$ cat config.mk
export PLATFORM = sky130hd
export DESIGN_NAME = rx_video_pass_qualifier
export DESIGN_NICKNAME = d
export VERILOG_FILES = /design/src/rx_video_pass_qualifier_pkg.sv /design/src/rx_video_pass_qualifier.sv
export VERILOG_INCLUDE_DIRS = /design/src /design/src/src
export SDC_FILE = /design/constraint.sdc
export NUM_CORES = 1
export LEC_CHECK = 0
export ABC_AREA = 1
export BUFFER_PORTS_ARGS = -buffer_cell sky130_fd_sc_hd__buf_2
export CORE_MARGIN = 3
export CORE_UTILIZATION = 56
export CTS_CLUSTER_DIAMETER = 30
export DETAILED_ROUTE_END_ITERATION = 10
export PLACE_DENSITY = 0.91
export SLEW_MARGIN = 20
export SYNTH_ARGS = -nofsm -noshare
export SYNTH_HDL_FRONTEND = slang
export SYNTH_SLANG_ARGS = --single-unit
$ cat constraint.sdc
create_clock -name core_clk -period 2.6 [get_ports core_clk]
set_clock_uncertainty 0.05 [all_clocks]
set_input_delay 0.26 -clock core_clk [delete_from_list [all_inputs] [get_ports core_clk]]
set_output_delay 0.26 -clock core_clk [all_outputs]
set_load 0.02 [all_outputs]
$ cat src/rx_video_pass_qualifier_map.svh
`ifndef RX_VIDEO_PASS_QUALIFIER_MAP_SVH
`define RX_VIDEO_PASS_QUALIFIER_MAP_SVH

// Register indices; the byte address of a register is four times its index.
`define IRQ_ENABLE_IDX 8'h36
`define IRQ_STATUS_IDX 8'h37
`define QUAL_CTRL_IDX 8'h38
`define CUTOFF_CFG_IDX 8'h39
`define PORT_STATUS_IDX 8'h3A

// Fields of qualification_control.
`define QC_THRESH_LSB 0
`define QC_THRESH_MSB 1
`define QC_CHK_LINE_SIZE 2
`define QC_CHK_LINE_TOTAL 3
`define QC_CHK_PARITY 4
`define QC_DISCARD_EN 5
`define QC_WIDTH 6
`define QC_RESET 6'h00

// Fields of port_cutoff_config; by default every cutoff is on.
`define CUT_LINE_SIZE 0
`define CUT_LINE_TOTAL 1
`define CUT_CSI_PARITY 2
`define CUT_WIDTH 3
`define CUT_RESET 3'h7

// Fields of the transmit port interrupt registers.
`define IRQ_PASS 0
`define IRQ_SYNCED 1
`define IRQ_PASS_LOST 2
`define IRQ_SYNC_LOST 3
`define IRQ_RX_PORT 4
`define IRQ_WIDTH 8
`define IRQ_ENABLE_RESET 8'h00

// Fields of the port status register.
`define ST_PASS 0
`define ST_COUNT_LSB 1
`define ST_COUNT_MSB 2
`define ST_CUTOFF 3
`define ST_LINE_SIZE_CHG 4
`define ST_LINE_TOTAL_CHG 5

`endif

$ cat src/rx_video_pass_qualifier_pkg.sv
package rx_video_pass_qualifier_pkg;

   // One cycle of received or forwarded video: strobes and a data byte.
   typedef struct packed {
      logic fs;
      logic fe;
      logic ls;
      logic le;
      logic dv;
      logic [7:0] data;
   } video_beat_type;

   // Where the current frame stands on its way to the buffers.
   typedef enum logic [1:0] {
      ST_IDLE = 2'b00,
      ST_FORWARD = 2'b01,
      ST_CUT = 2'b10,
      ST_DROP = 2'b11
   } frame_state_type;

endpackage

$ cat src/rx_video_pass_qualifier.sv
// Chosen here: the APB register port.
`timescale 1ns/1ps
`include "rx_video_pass_qualifier_map.svh"

module rx_video_pass_qualifier #(
   parameter int LEN_W = 16,
   parameter int LINES_W = 16,
   parameter int ADDR_W = 12
) (
   input wire logic core_clk,
   input wire logic reset_n,
   input wire logic psel,
   input wire logic penable,
   input wire logic pwrite,
   input wire logic [ADDR_W-1:0] paddr,
   input wire logic [31:0] pwdata,
   output logic [31:0] prdata,
   output logic pready,
   output logic pslverr,
   input wire rx_video_pass_qualifier_pkg::video_beat_type vid_in,
   input wire logic link_lock,
   input wire logic link_parity_err,
   input wire logic csi_parity_err,
   input wire logic tx_synced,
   input wire logic rx_port_irq,
   output rx_video_pass_qualifier_pkg::video_beat_type vid_out,
   output logic pass,
   output logic cutoff_err,
   output logic irq
);
   import rx_video_pass_qualifier_pkg::*;

   ////////////////////////////////////////////////////////////////////////////
   // Registers and state.

   logic [`QC_WIDTH-1:0] qual_ctrl_r;
   logic [`CUT_WIDTH-1:0] cut_cfg_r;
   logic [`IRQ_WIDTH-1:0] irq_enable_r;
   logic [`IRQ_WIDTH-1:0] irq_status_r;
   logic [`IRQ_WIDTH-1:0] irq_clear_r;
   logic [31:0] prdata_r;
   logic pass_r;
   logic synced_r;
   logic irq_pass_q;
   logic [1:0] count_r;
   logic [1:0] count_nxt;
   logic [LEN_W-1:0] byte_cnt_r;
   logic [LEN_W-1:0] ref_len_r;
   logic len_known_r;
   logic [LINES_W-1:0] line_cnt_r;
   logic [LINES_W-1:0] ref_lines_r;
   logic lines_known_r;
   logic frame_bad_r;
   logic cutoff_r;
   logic len_chg_r;
   logic lines_chg_r;
   logic stat_clear_r;
   frame_state_type state_r;
   frame_state_type state_nxt;
   video_beat_type vid_out_r;

   // Decoded bus access.
   logic setup_phase;
   logic access_done;
   logic [7:0] idx;
   logic mapped;

   // Qualification terms.
   logic [1:0] thresh;
   logic chk_len;
   logic chk_lines;
   logic chk_par;
   logic len_err;
   logic lines_err;
   logic par_err;
   logic restart;
   logic frame_ok;
   logic cut_now;
   logic fwd_now;
   logic [`IRQ_WIDTH-1:0] irq_events;

   // Bitwise edge detection used for both pass and sync changes.
   function automatic logic rose(input logic now_v, input logic was_v);
      rose = now_v & ~was_v;
   endfunction

   ////////////////////////////////////////////////////////////////////////////
   // APB slave decode.

   // The word index is taken from the byte address; misaligned is unmapped.
   assign idx = paddr[9:2];
   assign mapped = (paddr[1:0] == 2'b00) && (paddr[ADDR_W-1:10] == '0) &&
                   (idx == `IRQ_ENABLE_IDX || idx == `IRQ_STATUS_IDX || idx == `QUAL_CTRL_IDX ||
                    idx == `CUTOFF_CFG_IDX || idx == `PORT_STATUS_IDX);
   assign setup_phase = psel & ~penable;
   assign access_done = psel & penable;
   assign pready = access_done;
   assign pslverr = access_done & ~mapped;
   assign prdata = prdata_r;

   // Read data is captured in the setup cycle so it comes from a flip-flop.
   always_ff @(posedge core_clk or negedge reset_n) begin
      if (!reset_n) begin
         prdata_r <= 32'h0000_0000;
         irq_clear_r <= '0;
         stat_clear_r <= 1'b0;
      end else if (setup_phase) begin
         prdata_r <= 32'h0000_0000;
         irq_clear_r <= '0;
         stat_clear_r <= 1'b0;
         if (!pwrite && mapped) begin
            unique case (idx)
               `IRQ_ENABLE_IDX: prdata_r[`IRQ_WIDTH-1:0] <= irq_enable_r;
               `IRQ_STATUS_IDX: begin
                  prdata_r[`IRQ_WIDTH-1:0] <= irq_status_r;
                  irq_clear_r <= irq_status_r;
               end
               `QUAL_CTRL_IDX: prdata_r[`QC_WIDTH-1:0] <= qual_ctrl_r;
               `CUTOFF_CFG_IDX: prdata_r[`CUT_WIDTH-1:0] <= cut_cfg_r;
               `PORT_STATUS_IDX: begin
                  prdata_r[`ST_PASS] <= pass_r;
                  prdata_r[`ST_COUNT_MSB:`ST_COUNT_LSB] <= count_r;
                  prdata_r[`ST_CUTOFF] <= cutoff_r;
                  prdata_r[`ST_LINE_SIZE_CHG] <= len_chg_r;
                  prdata_r[`ST_LINE_TOTAL_CHG] <= lines_chg_r;
                  stat_clear_r <= 1'b1;
               end
               default: prdata_r <= 32'h0000_0000;
            endcase
         end
      end
   end

   // Software-written controls take effect at the completing access edge.
   always_ff @(posedge core_clk or negedge reset_n) begin
      if (!reset_n) begin
         qual_ctrl_r <= `QC_RESET;
         cut_cfg_r <= `CUT_RESET;
         irq_enable_r <= `IRQ_ENABLE_RESET;
      end else if (access_done && pwrite) begin
         if (idx == `QUAL_CTRL_IDX && mapped) begin
            qual_ctrl_r <= pwdata[`QC_WIDTH-1:0];
         end
         if (idx == `CUTOFF_CFG_IDX && mapped) begin
            cut_cfg_r <= pwdata[`CUT_WIDTH-1:0];
         end
         if (idx == `IRQ_ENABLE_IDX && mapped) begin
            irq_enable_r <= pwdata[`IRQ_WIDTH-1:0];
         end
      end
   end

   ////////////////////////////////////////////////////////////////////////////
   // Line size and line count measurement.

   assign thresh = qual_ctrl_r[`QC_THRESH_MSB:`QC_THRESH_LSB];
   assign chk_len = qual_ctrl_r[`QC_CHK_LINE_SIZE];
   assign chk_lines = qual_ctrl_r[`QC_CHK_LINE_TOTAL];
   assign chk_par = qual_ctrl_r[`QC_CHK_PARITY];

   // A line that ends short or runs past the reference is a size change.
   assign len_err = len_known_r && ((vid_in.le && byte_cnt_r != ref_len_r) ||
                    (vid_in.dv && byte_cnt_r == ref_len_r));
   // A frame that ends short or starts a line beyond the reference count.
   assign lines_err = lines_known_r && ((vid_in.fe && line_cnt_r != ref_lines_r) ||
                      (vid_in.ls && line_cnt_r == ref_lines_r));
   assign par_err = chk_par & link_parity_err;

   // Bytes of the current line, and the reference length across frames.
   always_ff @(posedge core_clk or negedge reset_n) begin
      if (!reset_n) begin
         byte_cnt_r <= '0;
         ref_len_r <= '0;
         len_known_r <= 1'b0;
      end else if (!link_lock) begin
         byte_cnt_r <= '0;
         len_known_r <= 1'b0;
      end else if (vid_in.ls) begin
         byte_cnt_r <= '0;
      end else if (vid_in.le) begin
         ref_len_r <= byte_cnt_r;
         len_known_r <= 1'b1;
      end else if (vid_in.dv) begin
         byte_cnt_r <= byte_cnt_r + 1'b1;
      end
   end

   // Lines of the current frame, and the reference count across frames.
   always_ff @(posedge core_clk or negedge reset_n) begin
      if (!reset_n) begin
         line_cnt_r <= '0;
         ref_lines_r <= '0;
         lines_known_r <= 1'b0;
      end else if (!link_lock) begin
         line_cnt_r <= '0;
         lines_known_r <= 1'b0;
      end else if (vid_in.fs) begin
         line_cnt_r <= '0;
      end else if (vid_in.fe) begin
         ref_lines_r <= line_cnt_r;
         lines_known_r <= 1'b1;
      end else if (vid_in.le) begin
         line_cnt_r <= line_cnt_r + 1'b1;
      end
   end

   ////////////////////////////////////////////////////////////////////////////
   // Valid frame counter and Pass.

   // Any enabled size change or parity error restarts qualification.
   assign restart = (chk_len & len_err) | (chk_lines & lines_err) | par_err;
   // A parity error does not spoil its own frame, so pass comes one frame early.
   assign frame_ok = vid_in.fe && !restart && !frame_bad_r;

   // Frames disqualified by a size change stay bad until their end.
   always_ff @(posedge core_clk or negedge reset_n) begin
      if (!reset_n) begin
         frame_bad_r <= 1'b0;
      end else if (vid_in.fs) begin
         frame_bad_r <= 1'b0;
      end else if ((chk_len & len_err) | (chk_lines & lines_err)) begin
         frame_bad_r <= 1'b1;
      end
   end

   // Next count: cleared on loss of lock or restart, saturating at threshold.
   always_comb begin
      count_nxt = count_r;
      if (!link_lock || restart) begin
         count_nxt = 2'b00;
      end else if (frame_ok && count_r < thresh) begin
         count_nxt = count_r + 2'b01;
      end
   end

   always_ff @(posedge core_clk or negedge reset_n) begin
      if (!reset_n) begin
         count_r <= 2'b00;
      end else begin
         count_r <= count_nxt;
      end
   end

   // Pass needs lock and a full count; a zero threshold follows lock and the enabled parity check alone.
   always_ff @(posedge core_clk or negedge reset_n) begin
      if (!reset_n) begin
         pass_r <= 1'b0;
      end else begin
         pass_r <= link_lock && !par_err && (count_nxt >= thresh);
      end
   end

   assign pass = pass_r;

   ////////////////////////////////////////////////////////////////////////////
   // Forwarding, discard and cutoff.

   assign cut_now = (cut_cfg_r[`CUT_LINE_SIZE] & len_err) | (cut_cfg_r[`CUT_LINE_TOTAL] & lines_err) |
                    (cut_cfg_r[`CUT_CSI_PARITY] & csi_parity_err);

   // A frame start always opens a new frame, which resumes output after a cut unless discard is on and pass is low.
   always_comb begin
      state_nxt = state_r;
      fwd_now = 1'b0;
      if (vid_in.fs) begin
         if (qual_ctrl_r[`QC_DISCARD_EN] && !pass_r) begin
            state_nxt = ST_DROP;
         end else begin
            state_nxt = ST_FORWARD;
            fwd_now = 1'b1;
         end
      end else begin
         unique case (state_r)
            ST_IDLE: state_nxt = ST_IDLE;
            ST_FORWARD: begin
               if (cut_now) begin
                  state_nxt = ST_CUT;
               end else begin
                  fwd_now = 1'b1;
                  if (vid_in.fe) begin
                     state_nxt = ST_IDLE;
                  end
               end
            end
            ST_CUT, ST_DROP: begin
               if (vid_in.fe) begin
                  state_nxt = ST_IDLE;
               end
            end
         endcase
      end
   end

   always_ff @(posedge core_clk or negedge reset_n) begin
      if (!reset_n) begin
         state_r <= ST_IDLE;
      end else begin
         state_r <= state_nxt;
      end
   end

   // Beats reach the buffers only while the frame is forwarded.
   always_ff @(posedge core_clk or negedge reset_n) begin
      if (!reset_n) begin
         vid_out_r <= '0;
      end else begin
         vid_out_r <= fwd_now ? vid_in : '0;
      end
   end

   assign vid_out = vid_out_r;

   // Sticky error flags; a new event wins over a clear by status read.
   always_ff @(posedge core_clk or negedge reset_n) begin
      if (!reset_n) begin
         cutoff_r <= 1'b0;
         len_chg_r <= 1'b0;
         lines_chg_r <= 1'b0;
      end else begin
         cutoff_r <= (state_r == ST_FORWARD && !vid_in.fs && cut_now) ||
                     (cutoff_r && !(access_done && stat_clear_r));
         len_chg_r <= len_err || (len_chg_r && !(access_done && stat_clear_r));
         lines_chg_r <= lines_err || (lines_chg_r && !(access_done && stat_clear_r));
      end
   end

   assign cutoff_err = cutoff_r;

   ////////////////////////////////////////////////////////////////////////////
   // Transmit port interrupt status and enable.

   always_comb begin
      irq_events = '0;
      irq_events[`IRQ_PASS] = rose(pass_r, irq_pass_q);
      irq_events[`IRQ_SYNCED] = rose(tx_synced, synced_r);
      irq_events[`IRQ_PASS_LOST] = rose(irq_pass_q, pass_r);
      irq_events[`IRQ_SYNC_LOST] = rose(synced_r, tx_synced);
      irq_events[`IRQ_RX_PORT] = rx_port_irq;
   end

   // Previous pass and sync levels feed the edge events above.

   always_ff @(posedge core_clk or negedge reset_n) begin
      if (!reset_n) begin
         irq_pass_q <= 1'b0;
         synced_r <= 1'b0;
      end else begin
         irq_pass_q <= pass_r;
         synced_r <= tx_synced;
      end
   end

   // Status sets on every event whatever the enable; reading clears what was read.
   always_ff @(posedge core_clk or negedge reset_n) begin
      if (!reset_n) begin
         irq_status_r <= '0;
      end else begin
         irq_status_r <= irq_events | (irq_status_r & ~(access_done ? irq_clear_r : '0));
      end
   end

   // The enable only gates the interrupt line.
   assign irq = |(irq_status_r & irq_enable_r);

endmodule

==> metrics.yaml <==
clkTransAtPathRegs_ns: 0.06
dieArea_um2: 13090
synth_top_area_cell: "dfrtp_1"
cts_buffers: 17
yosysWarnings: 0
fmax_mhz: 400.3
grt_max_degree: 70
setup_viol: 0
ys_ff_latch: 132
status: "finished, final reports clean"
syn_inst: 823
nFillCells: 734
grt_overflow_total: 0
critPathKind: "flop to flop"
grt_pass1_wl_um: 26420
relSlewSlack: 0.4531
hold_viol: 0
syn-cell-area_um2: 6581
tns_ns: 0
vias_per_cell: 5.486
clock_sinks: 132
yosysSeqAreaShare: 0.5025
drcViolationCount: 0
cp_common_cell: "nand2_1"
p_leak_uw: 0.003879
antenna_found_initial: 0
die_w_um: 114.4
io_buffers: 68
end_kind: "flop"
ant_nets: 0
critical_path.max_stage_delay_ns: 0.41
crit_required_ns: 2.88
synth_edf_count: 0
grt_pass1_vias: 5668
ctsLongestPathBuffers: 2
cap_violations: 0
yosysUniqueCellTypes: 46
die_h_um: 114.4
grt_usage: 0.2548
synth_area_per_cell_um2: 7.997
fin_util: 0.7163
finalCriticalPeriod_ns: 2.498
drt_iter0_markers: 689
internal_power_uw: 3821
crit_fanout: 5
slew_viol_final: 0
p_per_area_nw_per_um2: 626.9
clkPwrFrac: 0.519
core-area_um2: 11170
fin_crit_sh: 0.9609
ys.flop_type: "dfrtp_1"
ir_drop_mv: 0.6998
p_switching_uw: 1196
dr.pass1.iters: 5
wl_per_cell_um: 15.16
switching_share: 0.2384
globalplace.congestion: 0.8837
cp_slowest_cell: "dfrtp_2"
start_util: 0.5890
htree_num_levels: 4
routed-via-count: 6002
root_buffer: "clkbuf_16"
p_total_uw: 5017
layout-drive-gt1-share: 0.2275
synthDominantCellAreaShare: 0.4905
min_path_type: "input port to flop"
num_antenna_cells: 0
crit_arrival_ns: 2.77
async_flop_share: 1.000
synth.area.top_cells: "dfrtp_1 49%, nand2_1 14%, o21ai_0 5.5%"
worst_slew_pin_slew_ns: 0.8195
cts_tree: "built"
nets: 1013
rrSetupSlack_ns: 0.10
cp-start-kind: "flop"
multi_input_area_um2: 2714
pwr-share-seq: 0.417
ios: 117
area_growth_pct: 21.62
rsz0062_at_grt: "yes"
clock_latency_ns: 0.43
num_rows: 38
path_cells: "inv_2 -> nand2_1 -> nand2_1 -> nor2_1 -> nand2_1 -> nor2_2 -> nand2_1 -> nand2_1 -> nand2_2 -> nand3_2 -> nand2_2 -> nor2_4 -> nand3_2 -> nand2_1 -> nand2_1 -> nor2_2 -> ha_1 -> a21boi_1 -> o21ai_1 -> inv_1"
comb_power_share: 0.064
hpwl_um: 10160
routed_wirelength_um: 16590
area.sequential_um2: 3317
synth_stat cells, types with 3 or more instances:
master and count:
a221oi_1 7, o21ai_0 72, inv_1 85, nor2_1 51, nand2_2 3, clkbuf_1 9, nand3_2 3, o211ai_1 4
a21oi_1 20, nor3_1 17, nand3_1 26, nor3_2 3, dfrtp_1 129, a22o_1 5, nand2_1 249, ha_1 5
and2_1 12, o21ai_1 11, nor2_2 4, nand4_1 8, o31ai_1 3, buf_4 25, inv_2 33, o22ai_1 3
dfstp_2 3, o31ai_2 6
what timing repair did:
action / in CTS / in global routing
endpoints found under the hold margin: 32 / 1
endpoints found under the setup margin: 0 / 2
hold buffers: 8 / 1
resized for setup: 0 / 25
buffers inserted: 0 / 22
placed cells by master (no fill, tap or decap), drive strengths merged, types with 2 or more instances in the layout:
cell and n:
nor3b 2, o21ai 83, o31ai 9, dfstp 3, clkinvlp 2, clkbuf 19
dlygate4sd3 9, o211ai 4, bufinv 4, mux2 2, nand3 29, a221oi 7
nor3 20, ha 5, nand2 252, buf 103, a211oi 2, a21oi 21
o221ai 2, nand4 8, inv 121, o22ai 3, conb 24, and2 12
clkinv 6, nor2 57, a22o 5, dfrtp 129, xor2 2
per-stage QoR:
step                      worst slack (ns)  cells  cell area, µm²  hold WS [ns]
after CTS                          0.03790   1071            7779     0.0005815
final                               0.1016   1094            8004      0.006032
after detailed placement           0.07143   1031            7059        0.1532
after global routing              -0.08326   1094            8004      0.008269
after floorplan                     0.4102    846            6668      -0.08559
after global placement              0.1678   1031            7059        0.1478
power groups by stage:
stage               clock [µW]  sequential [µW]  combinational (µW)
finish                    2600             2090                 321
global route              2720             2100                 349
CTS                       2610             2090                 303
detailed placement           0             2130                 289
global placement             0             2130                 284
floorplan                    0             2150                 160
kinds of logic after synthesis:
group	after synthesis	share of synthesized area
flops	132	0.5025
mux	2	0.003422
simple gates	383	0.2471
buf+inv	156	0.1044
other cells	1	0.0005698
xor+xnor	2	0.002662
compound gates	142	0.1299
fa+ha+maj	5	0.009506
metal layers:
metal  vias to the layer above  wire length, µm  track usage  part of all wire
met2                       305             8164       0.4230              0.49
met4                         0              573       0.1061             0.035
met3                        55             1287      0.05761             0.078
li1                       2833                -            -                 -
met1                      2809             6563       0.3219              0.40
met5                         -                0            0                 0
final cells by class:
| type | instances | share of cell area |
|---|---|---|
| clock buffers | 19 | 0.05534 |
| clock inverters | 13 | 0.02454 |
| inverters | 120 | 0.05628 |
| multi-input cells | 558 | 0.3391 |
| flip-flops and latches | 132 | 0.4144 |
| well taps | 140 | 0.02189 |
| repair buffers | 112 | 0.08848 |
final timing paths:
check | from | to | depth (start not counted)
max | byte_cnt_r[12] | pass | 20
min | pwdata[7] | irq_enable_r[7] | 2
min in group asynchronous | reset_n | ref_len_r[6] | 2
max reg2reg | byte_cnt_r[12] | pass | 20
min reg2reg | irq_pass_q | irq_status_r[0] | 1
max in group asynchronous | reset_n | irq_status_r[4] | 3
state kept, by name (all words and copies together) (netlist names), 13 cells and up:
signal       flops
vid_out         13
ref_lines_r     16
ref_len_r       16
line_cnt_r      16
byte_cnt_r      16
critical path: cells and delay by family (launching register included):
kind,cells,cell delay [ns]
AOI/OAI and AO/OA,2,0.25
adders and majority gates,1,0.23
buffers and inverters,2,0.12
and+or+nand+nor,15,1.32
DFF,1,0.41
Note: power is estimated with default switching activity, not from simulation.
